File: src/rtl/csd_pkg.sv
// package for the chip-select address decoder
// assumes one 20 MHz clock and a bus master that starts one cycle at a time
package csd_pkg;
    localparam int NUM_CS = 8;
    localparam int NUM_DRAM = 2;
    localparam int ADDR_W = 32;
    localparam int ATTR_W = 4;
    localparam int BE_W = 4;
    // window config field layout (base, mask, attribute, enables)
    localparam int CFG_PORT_W = 2;
    localparam logic [1:0] PORT_32 = 2'h0;
    localparam logic [1:0] PORT_8 = 2'h1;
    localparam logic [1:0] PORT_16 = 2'h2;
    localparam logic [ADDR_W-1:0] BASE_RST = 32'h00000000;
    localparam logic [ADDR_W-1:0] MASK_RST = 32'h00000000;
    localparam int BCLK_DIV = 2;

    typedef struct packed {
        logic valid;
        logic [ADDR_W-1:0] base;
        logic [ADDR_W-1:0] mask;
        logic [ATTR_W-1:0] attr;
        logic [ATTR_W-1:0] attr_mask;
        logic burst_en;
        logic auto_ack;
        logic [CFG_PORT_W-1:0] port;
    } csd_win_type;

    typedef struct packed {
        logic burst_en;
        logic auto_ack;
        logic [CFG_PORT_W-1:0] port;
    } csd_cyc_type;

    typedef enum logic [1:0] {
        ST_IDLE = 2'b00,
        ST_WAIT_LOW = 2'b01,
        ST_ACTIVE = 2'b11,
        ST_END_LOW = 2'b10
    } csd_state_type;
endpackage

File: src/rtl/csd_win_match.sv
// one address window comparator
// assumes window config is stable while a cycle is being decoded
`timescale 1ns/10ps
module csd_win_match (
    input wire csd_pkg::csd_win_type cfg, // window settings
    input wire logic [csd_pkg::ADDR_W-1:0] addr, // cycle address
    input wire logic [csd_pkg::ATTR_W-1:0] attr, // cycle attributes
    output logic hit // window matches
);
    // masked bits of the address are don't-care
    always_comb begin
        hit = cfg.valid
            && (((addr ^ cfg.base) & ~cfg.mask) == '0)
            && (((attr ^ cfg.attr) & cfg.attr_mask) == '0);
    end
endmodule

File: src/rtl/csd_decode.sv
// chip-select and dram block decode for external bus cycles
// assumes window configs come from a settings block as plain inputs
// and the bus master holds address and attributes during the cycle
`timescale 1ns/10ps
// Function
// compare address against all ten windows
// single hit asserts select, uses its config
// no hit: burst-inhibited, external ack, 32-bit
// multi cs hit: drive all, default cycle
// software avoids dram overlaps; result undefined
// strobe changes only in bus clock low
module csd_decode (
    input wire logic CLK, // 20 MHz clock
    input wire logic RST_N, // async reset, active low
    input wire logic START, // one-cycle bus cycle start pulse
    input wire logic END_CYC, // one-cycle bus cycle end pulse
    input wire logic WRITE, // cycle is a write
    input wire logic [csd_pkg::ADDR_W-1:0] ADDR, // cycle address
    input wire logic [csd_pkg::ATTR_W-1:0] ATTR, // cycle attributes
    input wire logic [csd_pkg::BE_W-1:0] BYTE_EN, // active bytes, high
    input wire csd_pkg::csd_win_type [csd_pkg::NUM_CS-1:0]
        SELECT_WINDOW_CONFIG, // chip-select windows
    input wire csd_pkg::csd_win_type DRAM_WINDOW0_CONFIG, // dram block 0
    input wire csd_pkg::csd_win_type DRAM_WINDOW1_CONFIG, // dram block 1
    output logic BUS_CLOCK_OUT, // bus clock output
    output logic ADDR_STROBE_N, // address strobe, active low
    output logic [csd_pkg::NUM_CS-1:0] CS_N, // chip selects, active low
    output logic [csd_pkg::BE_W-1:0]
        BYTE_LANE_WRITE_ENABLES_N, // byte enables, active low
    output logic OE_N, // output enable, active low
    output logic [csd_pkg::NUM_DRAM-1:0] DRAM_SEL, // dram block select
    output csd_pkg::csd_cyc_type CYC_CFG, // settings used by cycle
    output logic CYC_VALID // decode result held for cycle
);
    typedef struct packed {
        csd_pkg::csd_state_type st;
        logic bclk;
        logic pend_end;
        logic as_n;
        logic [csd_pkg::NUM_CS-1:0] cs_n;
        logic [csd_pkg::BE_W-1:0] be_n;
        logic oe_n;
        logic [csd_pkg::NUM_CS-1:0] cs_hit;
        logic [csd_pkg::BE_W-1:0] be_hold;
        logic wr;
        logic [csd_pkg::NUM_DRAM-1:0] dsel;
        csd_pkg::csd_cyc_type cyc;
        logic cvalid;
    } csd_regs_type;

    csd_regs_type state_reg;
    csd_regs_type state_next;
    logic [csd_pkg::NUM_CS-1:0] cs_match;
    logic [csd_pkg::NUM_DRAM-1:0] dram_match;
    csd_pkg::csd_win_type dram_cfg [csd_pkg::NUM_DRAM];
    csd_pkg::csd_cyc_type win_cyc;
    csd_pkg::csd_cyc_type dflt_cyc;

    assign dram_cfg[0] = DRAM_WINDOW0_CONFIG;
    assign dram_cfg[1] = DRAM_WINDOW1_CONFIG;

    // one-cycle enable: the bus clock falls at the coming edge
    logic low_phase_en;
    assign low_phase_en = state_reg.bclk;

    // a start is taken only while idle; one while busy is ignored
    logic start_take;
    assign start_take = START && (state_reg.st == csd_pkg::ST_IDLE);

    genvar gi;
    generate
        for (gi = 0; gi < csd_pkg::NUM_CS; gi++) begin : g_cs
            csd_win_match u_cs (
                .cfg(SELECT_WINDOW_CONFIG[gi]),
                .addr(ADDR),
                .attr(ATTR),
                .hit(cs_match[gi])
            );
        end
        for (gi = 0; gi < csd_pkg::NUM_DRAM; gi++) begin : g_dr
            csd_win_match u_dr (
                .cfg(dram_cfg[gi]),
                .addr(ADDR),
                .attr(ATTR),
                .hit(dram_match[gi])
            );
        end
    endgenerate

    // lowest-index dram block wins; overlaps are undefined anyway
    logic [csd_pkg::NUM_DRAM-1:0] dram_pick;
    logic cs_single;
    always_comb begin
        dram_pick = '0;
        for (int i = csd_pkg::NUM_DRAM - 1; i >= 0; i--) begin
            if (dram_match[i]) begin
                dram_pick = '0;
                dram_pick[i] = 1'b1;
            end
        end
        cs_single = ($countones(cs_match) == 1);
    end

    // default: no burst, external termination, 32-bit port
    always_comb begin
        dflt_cyc.burst_en = 1'b0;
        dflt_cyc.auto_ack = 1'b0;
        dflt_cyc.port = csd_pkg::PORT_32;
    end

    // overlapping dram windows are undefined; lowest index wins here
    always_comb begin
        win_cyc = dflt_cyc;
        if (dram_match[0]) begin
            win_cyc.burst_en = DRAM_WINDOW0_CONFIG.burst_en;
            win_cyc.auto_ack = DRAM_WINDOW0_CONFIG.auto_ack;
            win_cyc.port = DRAM_WINDOW0_CONFIG.port;
        end else if (dram_match[1]) begin
            win_cyc.burst_en = DRAM_WINDOW1_CONFIG.burst_en;
            win_cyc.auto_ack = DRAM_WINDOW1_CONFIG.auto_ack;
            win_cyc.port = DRAM_WINDOW1_CONFIG.port;
        end else if (cs_single) begin
            for (int i = 0; i < csd_pkg::NUM_CS; i++) begin
                if (cs_match[i]) begin
                    win_cyc.burst_en = SELECT_WINDOW_CONFIG[i].burst_en;
                    win_cyc.auto_ack = SELECT_WINDOW_CONFIG[i].auto_ack;
                    win_cyc.port = SELECT_WINDOW_CONFIG[i].port;
                end
            end
        end
        // several cs hits keep the default cycle settings R4
    end

    always_comb begin
        state_next = state_reg;
        state_next.bclk = ~state_reg.bclk;
        // remember an end that comes before the strobes
        if (END_CYC && state_reg.st != csd_pkg::ST_IDLE) begin
            state_next.pend_end = 1'b1;
        end
        case (state_reg.st)
            // latch decode and cycle settings when a start is taken
            csd_pkg::ST_IDLE: begin
                if (start_take) begin
                    state_next.cs_hit = (dram_match != '0) ? '0 : cs_match;
                    state_next.dsel = dram_pick;
                    state_next.cyc = win_cyc;
                    state_next.cvalid = 1'b1;
                    state_next.wr = WRITE;
                    state_next.be_hold = BYTE_EN;
                    state_next.pend_end = 1'b0;
                    state_next.st = csd_pkg::ST_WAIT_LOW;
                end
            end

            csd_pkg::ST_WAIT_LOW: begin
                // strobes switch as the bus clock falls, so in its low phase
                if (low_phase_en) begin
                    state_next.as_n = 1'b0;
                    state_next.cs_n = ~state_reg.cs_hit;
                    state_next.be_n = ~state_reg.be_hold;
                    state_next.oe_n = state_reg.wr;
                    state_next.st = csd_pkg::ST_ACTIVE;
                end
            end

            // hold strobes until the far side ends the cycle
            csd_pkg::ST_ACTIVE: begin
                if (END_CYC || state_reg.pend_end) begin
                    state_next.st = csd_pkg::ST_END_LOW;
                end
            end

            // release at the next fall of the bus clock
            csd_pkg::ST_END_LOW: begin
                if (low_phase_en) begin
                    state_next.as_n = 1'b1;
                    state_next.cs_n = '1;
                    state_next.be_n = '1;
                    state_next.oe_n = 1'b1;
                    state_next.dsel = '0;
                    state_next.cvalid = 1'b0;
                    state_next.pend_end = 1'b0;
                    state_next.st = csd_pkg::ST_IDLE;
                end
            end

            default: begin
                state_next.st = csd_pkg::ST_IDLE;
            end
        endcase
    end

    always_ff @(posedge CLK or negedge RST_N) begin
        if (!RST_N) begin
            // strobes idle high, bus clock low, no cycle open
            state_reg.st <= csd_pkg::ST_IDLE;
            state_reg.bclk <= 1'b0;
            state_reg.pend_end <= 1'b0;
            state_reg.as_n <= 1'b1;
            state_reg.cs_n <= '1;
            state_reg.be_n <= '1;
            state_reg.oe_n <= 1'b1;
            state_reg.cs_hit <= '0;
            state_reg.be_hold <= '0;
            state_reg.wr <= 1'b0;
            state_reg.dsel <= '0;
            state_reg.cyc <= '0;
            state_reg.cvalid <= 1'b0;
        end else begin
            state_reg <= state_next;
        end
    end

    assign BUS_CLOCK_OUT = state_reg.bclk;
    assign ADDR_STROBE_N = state_reg.as_n;
    assign CS_N = state_reg.cs_n;
    assign BYTE_LANE_WRITE_ENABLES_N = state_reg.be_n;
    assign OE_N = state_reg.oe_n;
    assign DRAM_SEL = state_reg.dsel;
    assign CYC_CFG = state_reg.cyc;
    assign CYC_VALID = state_reg.cvalid;
endmodule

File: config.mk
export PLATFORM = sky130hd
export DESIGN_NAME = csd_decode
export DESIGN_NICKNAME = d
export VERILOG_FILES = /design/src/rtl/csd_pkg.sv /design/src/rtl/csd_win_match.sv /design/src/rtl/csd_decode.sv
export SDC_FILE = /design/constraint.sdc
export NUM_CORES = 1
export LEC_CHECK = 0
export ABC_AREA = 1
export BUFFER_PORTS_ARGS = -buffer_cell sky130_fd_sc_hd__buf_4
export CAP_MARGIN = 40
export CORE_AREA = 8 8 323 325
export DETAILED_ROUTE_END_ITERATION = 7
export DIE_AREA = 0 0 331 333
export SETUP_SLACK_MARGIN = 0.2
export SYNTH_ARGS = -nofsm -noshare
export SYNTH_HDL_FRONTEND = slang
export SYNTH_SLANG_ARGS = --single-unit
File: constraint.sdc
create_clock -name CLK -period 4.8 [get_ports CLK]
set_input_delay 0.96 -clock CLK [delete_from_list [all_inputs] [get_ports CLK]]
set_output_delay 0.96 -clock CLK [all_outputs]
set_load 0.01 [all_outputs]
Word level (Yosys, flattened, before mapping):

Cells that the tools add are included.

* add/sub/neg operators: 7
* eq/ne operators: 8
* mux-type cells: 29
* bitwise logic cells: 53
* reduce and logical (&&, ||, !) cells: 52

Operator list (number)
* 32-bit bitwise AND: 10
* 32-bit logical NOT: 10
* 32-bit NOT: 10
* 32-bit XOR: 10
* 4-bit two-way mux: 11
* 4-bit bitwise AND: 10
* 4-bit logical NOT: 10
* 4-bit XOR: 10
* 14-bit one-hot mux with 2 select lines: 1
* 1-bit logical AND: 22
* 15-bit two-way mux: 1
* 14-bit two-way mux: 1
* 2-bit two-way mux: 6
* 1-bit by 1-bit adder with 2-bit output: 4
* 8-bit two-way mux: 1
* 2-bit inequality test (second input constant): 4
* 8-bit NOT: 1
* 2-bit one-hot mux with 4 select lines: 1
* 2-bit nonzero test: 4
* 7-bit two-way mux: 1
* 2-bit by 2-bit adder with 3-bit output: 2
* 3-bit AND reduction: 2
* 3-bit by 3-bit adder with 4-bit output: 1
* 2-bit equality test (second input constant): 2
* other kinds (11): 14

* register bits after elaboration: 38
* output and inout bits: 22

Longest topological paths before layout:

Gate-level depths: netlist (run 1).

* depth in word-level cells: 18
* gate-level depth with buffers: 24
* gate-level depth less buffers: 23

Hierarchy:

Synthesis (run 1) repeated with hierarchy kept, for this count alone.

* cells, all modules: 2355
* area total of the unflattened synthesis: 10722.8 sq um

By module, submodules not included
* csd_win_match: times used 10, cells each 208, area an instance 853.3 sq um, seq. area each 0.0 sq um
* csd_decode: times used 1, cells each 275, area an instance 2189.6 sq um, seq. area each 968.4 sq um

Worst setup path before layout (run 1):

OpenSTA, ideal clock, no wires.

* path type: input-to-reg
* from: input port ADDR[3] (netlist name)
* to: register state_reg, in the netlist CYC_CFG[0]
* setup time: 0.073 ns
* arrival: 4.869 ns
* required time: 4.727 ns
* slack: -0.142 ns
* stages on the path: 23
* buffers on the path: 1
* cell sequence: buf_2 -> or2_2 -> nand3b_1 -> o21ai_0 -> nor2_1 -> nand2_1 -> nor2_1 -> inv_1 -> nor2_1 -> fa_1 -> inv_1 -> fa_1 -> fa_1 -> inv_1 -> ha_1 -> inv_1 -> fa_1 -> a2111o_1 -> a21oi_1 -> nand3b_1 -> nor2_1 -> nand2_1 -> a21oi_2

* cells in the longest elaborated chain, start to end: 16
* elaborated cells between the ends (all ways): 69

Ends and longest elaborated chain
* from (decl): line csd_decode.sv:18 `input wire logic [csd_pkg::ADDR_W-1:0] ADDR,`
* parallel branches: the longest is 15 deep, another holds 3-bit by 3-bit adder with 4-bit output
* 4-bit two-way mux *: line csd_decode.sv:114 `if (dram_match[0]) begin`
* to (signal assigned): line csd_decode.sv:211 `state_reg <= state_next;`
* to (decl): line csd_decode.sv:51 `csd_regs_type state_reg;`

Mark *: on every way between the ends.
A chain may end at the register's enable or synchronous reset.

Final worst setup path (run 1):

* from: input port ADDR[26] (netlist name)
* to: register state_reg, in the netlist CYC_CFG[3]

The elaborated chain is that of the path after synthesis.

==> results of run 1 <==
## cells by family after synthesis
logic type | after synthesis | share of synthesized area, %
simple gates | 942 | 45.3
buf+inv | 281 | 14.5
compound gates | 266 | 16.9
xor+xnor | 112 | 11.0
flops | 38 | 10.9
fa+ha+maj | 7 | 1.32
## metrics by stage
step,setup WS [ns],utilization (%),instance area [sq um]
final,-0.297,18.4,18200
after CTS,-0.387,18.3,18100
after floorplan,0.0174,-,8990
after detailed placement,-1.28,17.8,17700
after global routing,-0.545,18.4,18200
after global placement,-1.25,17.8,17700
## critical path, delay by kind of cell
kind | cells | cell delay [ns]
and+or+nand+nor | 10 | 1.14
AOI/OAI and AO/OA | 3 | 0.57
buffers and inverters | 7 | 0.62
adders and majority gates | 5 | 2.00
## metal layers
layer | up-vias | share of wire, %
met1 | 6325 | 43
met3 | 84 | 8.0
met5 | - | 0.23
met4 | 34 | 1.1
li1 | 7104 | -
met2 | 615 | 48
## area by class of cell
type,count,area [sq um],share of cell area (%)
repair buffers,1009,7860,43.1
well taps,1298,1620,8.90
multi-input cells,1327,6840,37.5
diodes,9,22.5,0.123
clock buffers,7,133,0.727
clock inverters,1,30.0,0.165
flip-flops and latches,38,968,5.31
inverters,203,772,4.23
## cells in the final DEF, fill, tap and decap left out, types with 24 or more instances in the layout
master and count:
a21oi_1 98, buf_4 979, dfrtp_1 24, inv_1 184, nand2_1 461, nand3_1 57, nand3b_1 29, nand4_1 25
nor2_1 278, o21ai_0 89, o22ai_1 24, xnor2_1 103
## final timing paths
path / from / end / slack (ns) / cells past startpoint
hold reg to reg: state_reg[14] / CS_N[2] / 0.40 / 1
max in group asynchronous: RST_N / CS_N[1] / 3.78 / 1
min in group asynchronous: RST_N / CYC_VALID / 0.65 / 1
setup / recovery: ADDR[26] / CYC_CFG[3] / -0.30 / 25
hold / removal: state_reg[14] / CS_N[2] / 0.40 / 1
setup reg to reg: state_reg[36] / DRAM_SEL[0] / 2.61 / 7
## power by group
part | switching [mW] | internal (mW)
sequential | 0.0606 | 0.415
combinational | 0.846 | 0.885
clock | 0.126 | 0.246
total | 1.03 | 1.55
## what timing repair did
action                     in CTS  in global routing
pin swaps                      31                 11
setup endpoints to repair       4                  4
setup buffers                  10                  5
gates resized for setup        60                 19
==> flow_summary.json, run 1 <==
{
  "status": "finished with violations",
  "violations": "setup timing",
  "synthesis.area_sq_um": 8880,
  "vdd_ir_drop_max_v": 0.000124,
  "cts-hold-fix-buffers": 0,
  "wl_um": 90300,
  "largest_reg_flops": 16,
  "dr.pass1.iters": 5,
  "maxSlewViolCount": 0,
  "power_mw": 2.58,
  "synth_nets": 2468,
  "cp-end-kind": "flop",
  "critPathSlowestCell": "fa_1",
  "htreeDepth": 2,
  "core_sq_um": 99300,
  "io_pins": 837,
  "place.gp.congestion": 0.940,
  "min_period_over_period_pct": 106,
  "grt_pass1_wl_um": 116000,
  "cts_buffers": 5,
  "min_path_type": "flop to flop",
  "dp_cells": 3860,
  "finalHoldViolCount": 0,
  "synth_edf_count": 0,
  "viasPerCell": 3.64,
  "synth_area_leaders": "nand2_1, nor2_1, xnor2_1",
  "grt_pass1_vias": 14400,
  "ys_ff_latch": 38,
  "critPathMaxFanout": 4,
  "clock_latency_ns": 0.28,
  "cts_tree": "built",
  "fin_tns_setup_ns": -1.13,
  "use_met1_pct": 19.2,
  "synthCells": 1646,
  "skew_ns": 0.00290,
  "track_usage_pct": 15.3,
  "crit_arrival_ns": 5.31,
  "drt_iter0_drc": 717,
  "num-fill-cells": 11400,
  "dp_hpwl_um": 84000,
  "die_area_sq_um": 110000,
  "slew_headroom_pct": 51.3,
  "netlist_top_cells_count": "nand2_1, nor2_1, inv_1",
  "p_leak_nw": 9.32,
  "drive_gt1_share_pct": 43.4,
  "wl_per_cell_um": 23.2,
  "die_w_um": 331,
  "use_met3_pct": 4.23,
  "yosysMostFrequentCell": "nand2_1",
  "worst_slack_ns": -0.297,
  "worstPathRequired_ns": 5.01,
  "vias": 14200,
  "yosys_most_used_dff": "dfrtp_1",
  "area_growth_pct": 105,
  "yosys_warnings": 0,
  "ys_seq_area_share_pct": 10.9,
  "power.density_nw_per_um2": 141,
  "grt_util_met2_pct": 26.8,
  "portBuffers": 836,
  "rsz0062_at_grt": "yes",
  "num-nets-final": 3406,
  "synth_cell_type_count": 49,
  "top_usage_layer": "met2",
  "drc": 0,
  "clk_pin_slew_ns": 0.06,
  "clk_path_buf_depth": 2,
  "final_cells": 3892,
  "initial_utilization_pct": 8.95,
  "syn_area_per_cell_sq_um": 5.40,
  "root_buffer": "clkbuf_16",
  "yosysTopAreaCellShare_pct": 19.7,
  "cpMostUsedCell": "nand2_1",
  "cap_violations": 0,
  "async_reset_ff_share_pct": 100,
  "criticalPathCategory": "primary input to flop",
  "cts.sinks": 38,
  "fp.dieH_um": 333,
  "worstMarginPinSlew_ns": 0.724,
  "gr-total-overflow": 0,
  "whs_ns": 0.403,
  "max_freq_ghz": 0.196,
  "synth_largest_area_cell": "nand2_1",
  "antenna_found_initial": 36,
  "worst_path_largest_cell_delay_ns": 0.52,
  "finalSetupViolCount": 4,
  "ant_nets": 0,
  "grt_max_degree": 39,
  "start_kind": "primary input",
  "period_minus_slack_ns": 5.10,
  "fp-row-count": 116
}
No activity file was read; power rests on OpenSTA's default activity.
==> run 2, diff against run 1 <==
--- a/config.mk
+++ b/config.mk
@@ -11,6 +11,7 @@
 export CORE_AREA = 8 8 323 325
 export DETAILED_ROUTE_END_ITERATION = 7
 export DIE_AREA = 0 0 331 333
+export GPL_TIMING_DRIVEN = 0
 export SETUP_SLACK_MARGIN = 0.2
 export SYNTH_ARGS = -nofsm -noshare
 export SYNTH_HDL_FRONTEND = slang
==> flow_summary.json, run 2 (same netlist as run 1, synthesis figures left out) <==
{
  "rr_startpoint": "state_reg[36]",
  "grt_max_degree": 39,
  "min_path_type": "flop to flop",
  "reg2reg_to": "BYTE_LANE_WRITE_ENABLES_N[0]",
  "track_usage_pct": 15.3,
  "power_mw": 2.50,
  "r2r_setup_slack_ns": 2.82,
  "wl_per_cell_um": 23.7,
  "rsz0062_at_grt": "yes",
  "fp-row-count": 116,
  "wl_um": 90400,
  "core_sq_um": 99300,
  "clk_path_buf_depth": 2,
  "dp_hpwl_um": 82100,
  "dr.pass1.iters": 5,
  "die_w_um": 331,
  "criticalPathCategory": "primary input to flop",
  "worstPathRequired_ns": 5.02,
  "skew_ns": 0.00910,
  "gr-total-overflow": 0,
  "critPathMaxFanout": 5,
  "drt_iter0_drc": 833,
  "power.density_nw_per_um2": 143,
  "largest_reg_flops": 16,
  "final_cells": 3807,
  "period_minus_slack_ns": 5.25,
  "cap_violations": 0,
  "initial_utilization_pct": 8.95,
  "crit_arrival_ns": 5.46,
  "worst_slack_ns": -0.446,
  "cp-end-kind": "flop",
  "cp-startpoint": "ADDR[26]",
  "num-nets-final": 3320,
  "maxSlewViolCount": 0,
  "die_area_sq_um": 110000,
  "worstMarginPinSlew_ns": 0.798,
  "area_growth_pct": 97.2,
  "reg2regPathDepth": 8,
  "min_period_over_period_pct": 109,
  "num-fill-cells": 11500,
  "portBuffers": 809,
  "ant_nets": 0,
  "dp_cells": 3760,
  "fp.dieH_um": 333,
  "max_freq_ghz": 0.191,
  "vdd_ir_drop_max_v": 0.000137,
  "grt_pass1_wl_um": 115000,
  "final_common_cell": "buf_4",
  "whs_ns": 0.409,
  "critPathCapture": "CYC_CFG[0]",
  "start_kind": "primary input",
  "p_leak_nw": 8.80,
  "grt_pass1_vias": 13900,
  "viasPerCell": 3.72,
  "place.gp.congestion": 0.913,
  "slew_headroom_pct": 46.4,
  "violations": "setup timing",
  "root_buffer": "clkbuf_16",
  "final_cell_mix": "buf_4, nand2_1, nor2_1",
  "drive_gt1_share_pct": 41.5,
  "cts.sinks": 38,
  "finalSetupViolCount": 4,
  "drc": 0,
  "cts_buffers": 5,
  "vias": 14200,
  "io_pins": 837,
  "finalHoldViolCount": 0,
  "clk_pin_slew_ns": 0.06,
  "antenna_found_initial": 43,
  "cts_tree": "built",
  "status": "finished with violations",
  "clock_latency_ns": 0.28,
  "htreeDepth": 2
}
-- run 2: stage by stage --
stage	instance area (sq um)	TNS [ns]	setup WS [ns]	utilization [%]
detailed placement	16700	-6.32	-1.61	16.9
finish	17500	-1.72	-0.446	17.6
global route	17500	-2.40	-0.636	17.6
global placement	16700	-6.84	-1.74	16.8
floorplan	8990	0	0.0174	-
CTS	17400	-1.69	-0.441	17.5
-- run 2: worst min-delay path by stage --
stage / startpoint / endpoint / slack [ns] / cells past startpoint
floorplan: state_reg[8] / BYTE_LANE_WRITE_ENABLES_N[0] / 0.38 / 1
global placement: state_reg[8] / BYTE_LANE_WRITE_ENABLES_N[0] / 0.39 / 1
detailed placement: state_reg[11] / BYTE_LANE_WRITE_ENABLES_N[3] / 0.40 / 1
CTS: state_reg[11] / BYTE_LANE_WRITE_ENABLES_N[3] / 0.41 / 1
global route: state_reg[11] / BYTE_LANE_WRITE_ENABLES_N[3] / 0.42 / 1
finish: state_reg[11] / BYTE_LANE_WRITE_ENABLES_N[3] / 0.41 / 1
-- run 2: worst max-delay path, cell delays in order --
cell and delay [ns]:
buf_16 0.12, clkinvlp_4 0.28, nand2_1 0.14, nand3b_1 0.27
nand2_2 0.19, nor2_4 0.06, nand2_2 0.06, nor2_2 0.05
nand3_4 0.10, inv_4 0.05, fa_1 0.55, inv_2 0.04
fa_1 0.55, fa_1 0.41, inv_1 0.08, ha_2 0.18
inv_2 0.04, fa_2 0.33, a2111o_1 0.30, a21oi_2 0.14
nand3b_1 0.16, nor2_1 0.15, nand2_1 0.10, a21oi_2 0.12
-- run 2: routing by layer --
layer	track usage, %	vias up	wire [um]
met5	0	-	144
met4	3.28	22	2370
met3	4.49	128	8430
met2	26.1	715	42100
met1	18.9	6365	37400
li1	-	6937	-
-- run 2: layout make-up --
| cell class | count | area [sq um] | area share [%] |
|---|---|---|---|
| Antenna cell | 10 | 25.0 | 0.143 |
| Buffer | 78 | 729 | 4.17 |
| Clock buffer | 6 | 129 | 0.736 |
| Clock inverter | 2 | 10.0 | 0.0572 |
| Inverter | 203 | 797 | 4.55 |
| Multi-Input combinational cell | 1327 | 6870 | 39.2 |
| Sequential cell | 38 | 968 | 5.53 |
| Tap cell | 1298 | 1620 | 9.27 |
| Timing Repair Buffer | 845 | 6360 | 36.3 |
-- run 2: what timing repair did --
action / CTS / global route
endpoints found under the hold margin: 0 / 0
hold buffers: 0 / 0
resized for setup: 81 / 23
pin swaps: 26 / 28
setup buffers: 20 / 9
setup endpoints to repair: 4 / 4
-- run 2: where the power goes --
part	switching, mW	internal [mW]
combinational	0.871	0.852
clock	0.124	0.191
sequential	0.0478	0.415
==> run 3, diff against run 2 <==
--- a/config.mk
+++ b/config.mk
@@ -9,9 +9,11 @@
 export BUFFER_PORTS_ARGS = -buffer_cell sky130_fd_sc_hd__buf_4
 export CAP_MARGIN = 40
 export CORE_AREA = 8 8 323 325
+export CTS_CLUSTER_DIAMETER = 100
 export DETAILED_ROUTE_END_ITERATION = 7
 export DIE_AREA = 0 0 331 333
 export GPL_TIMING_DRIVEN = 0
+export REMOVE_ABC_BUFFERS = 1
 export SETUP_SLACK_MARGIN = 0.2
 export SYNTH_ARGS = -nofsm -noshare
 export SYNTH_HDL_FRONTEND = slang
==> flow_summary.json, run 3 (same netlist as run 1, synthesis figures left out) <==
{
  "die_w_um": 331,
  "vdd_ir_drop_max_v": 0.000169,
  "maxSlewViolCount": 0,
  "finalSetupViolCount": 4,
  "critPathMaxFanout": 18,
  "final_cells": 3768,
  "portBuffers": 836,
  "final_common_cell": "buf_4",
  "p_leak_nw": 8.64,
  "drc": 0,
  "clk_path_buf_depth": 2,
  "drive_gt1_share_pct": 41.0,
  "cts-hold-fix-buffers": 0,
  "cts_tree": "built",
  "grt_max_degree": 39,
  "combPwrFrac_pct": 65.7,
  "num-nets-final": 3275,
  "wl_per_cell_um": 23.5,
  "fp.dieH_um": 333,
  "worstMarginPinSlew_ns": 0.768,
  "clk_pin_slew_ns": 0.05,
  "power.density_nw_per_um2": 145,
  "viasPerCell": 3.70,
  "slew_headroom_pct": 48.4,
  "initial_utilization_pct": 8.95,
  "status": "finished with violations",
  "worstPathRequired_ns": 5.00,
  "cts.sinks": 38,
  "final_cell_mix": "buf_4, nand2_1, nor2_1",
  "grt_pass1_wl_um": 113000,
  "min_path_type": "flop to flop",
  "rsz0062_at_grt": "yes",
  "skew_ns": 0.00879,
  "ant_nets": 0,
  "period_minus_slack_ns": 5.16,
  "max_freq_ghz": 0.194,
  "root_buffer": "clkbuf_16",
  "antenna_found_initial": 44,
  "reg2regPathDepth": 7,
  "place.gp.congestion": 0.883,
  "hold_depth": 1,
  "cp-end-kind": "flop",
  "worst_slack_ns": -0.364,
  "drt_iter0_drc": 767,
  "crit_arrival_ns": 5.36,
  "p_seq_share_pct": 18.9,
  "criticalPathCategory": "primary input to flop",
  "p_sw_share_pct": 40.7,
  "track_usage_pct": 15.0,
  "vias": 13900,
  "power.switching_mw": 1.02,
  "internal_power_mw": 1.49,
  "grt_pass1_vias": 14000,
  "wl_um": 88700,
  "gr-total-overflow": 0,
  "cap_violations": 0,
  "dp_cells": 3710,
  "clock_latency_ns": 0.28,
  "start_kind": "primary input",
  "clkPwrFrac_pct": 15.5,
  "whs_ns": 0.411,
  "cts_buffers": 5,
  "largest_reg_flops": 16,
  "io_pins": 837,
  "htreeDepth": 2,
  "area_growth_pct": 95.5,
  "fp-row-count": 116,
  "dp_hpwl_um": 79200,
  "dr.pass1.iters": 5,
  "die_area_sq_um": 110000,
  "finalHoldViolCount": 0,
  "min_period_over_period_pct": 108,
  "violations": "setup timing",
  "core_sq_um": 99300
}
[run 3: changes by cell type in the layout (fill, tap and decap cells not counted), moves of 5 or more]
cell / before / now
buf_4: 872 / 848
buf_12: 4 / 9
nor2_1: 277 / 270
nand2_1: 461 / 456
buf_2: 12 / 2
buf_6: 19 / 13
diode_2: 10 / 16
[run 3: final cells by class]
class / count / area (sq um)
well taps: 1298 / 1620
diodes: 16 / 40.0
flip-flops and latches: 38 / 968
repair buffers: 878 / 6820
clock inverters: 1 / 30.0
inverters: 203 / 825
fillers: 11400 / 81900
multi-input cells: 1327 / 6920
clock buffers: 7 / 143
[run 3: timing repair]
action                     in CTS  in global routing
pin swaps                      42                 14
gates resized for setup       124                 13
buffers inserted               28                  5
setup endpoints to repair       4                  4
[run 3: final timing paths]
kind                                from                      endpoint  slack, ns
setup / recovery                 ADDR[5]                    CYC_CFG[0]      -0.36
hold / removal             state_reg[11]  BYTE_LANE_WRITE_ENABLES_N[3]       0.41
setup reg to reg           state_reg[36]                   DRAM_SEL[0]       2.59
hold reg to reg            state_reg[11]  BYTE_LANE_WRITE_ENABLES_N[3]       0.41
max in group asynchronous          RST_N                       CS_N[0]       3.77
min in group asynchronous          RST_N                   DRAM_SEL[1]       0.65
[run 3: through the flow]
| stage | worst slack [ns] | power [mW] | instance area [sq um] | util [%] | setup TNS (ns) |
|---|---|---|---|---|---|
| final | -0.364 | 2.51 | 17400 | 17.5 | -1.38 |
| after global routing | -0.612 | 2.69 | 17300 | 17.5 | -2.34 |
| after CTS | -0.463 | 2.53 | 17300 | 17.4 | -1.70 |
| after detailed placement | -2.42 | 2.07 | 16400 | 16.5 | -9.29 |
| after global placement | -2.83 | 2.02 | 16300 | 16.4 | -12.90 |
| after floorplan | -0.0161 | 1.03 | 8350 | - | -0.0644 |
[run 3: power by group through the flow]
| stage | clock network, mW | logic [mW] | registers (mW) |
|---|---|---|---|
| 2_1_floorplan | 0 | 0.550 | 0.485 |
| 3_3_place_gp | 0 | 1.55 | 0.472 |
| 3_5_place_dp | 0 | 1.60 | 0.476 |
| 4_1_cts | 0.396 | 1.67 | 0.472 |
| 5_1_grt | 0.407 | 1.80 | 0.482 |
| 6_report | 0.389 | 1.65 | 0.474 |
[run 3: per-layer routing]
metal  global-route usage (%)  up-vias  routed length (um)
li1                         -     6844                   -
met1                     18.2     6266               36600
met2                     26.3      698               42300
met3                     3.53      124                7050
met4                     3.82       14                2690
met5                        0        -                  80
[run 3: worst max-delay path, cell delays in order]
cell	delay, ns
buf_12	0.15
or2_4	0.27
nand2_4	0.08
nand4_1	0.30
nor2_2	0.28
nand3_2	0.11
nor2_4	0.20
fa_1	0.45
inv_2	0.07
fa_1	0.40
fa_1	0.43
inv_1	0.07
ha_2	0.18
inv_2	0.04
fa_2	0.34
a2111o_1	0.33
a21oi_2	0.14
nand3b_1	0.10
buf_6	0.15
nor2_4	0.11
nand2_2	0.06
a21oi_2	0.13
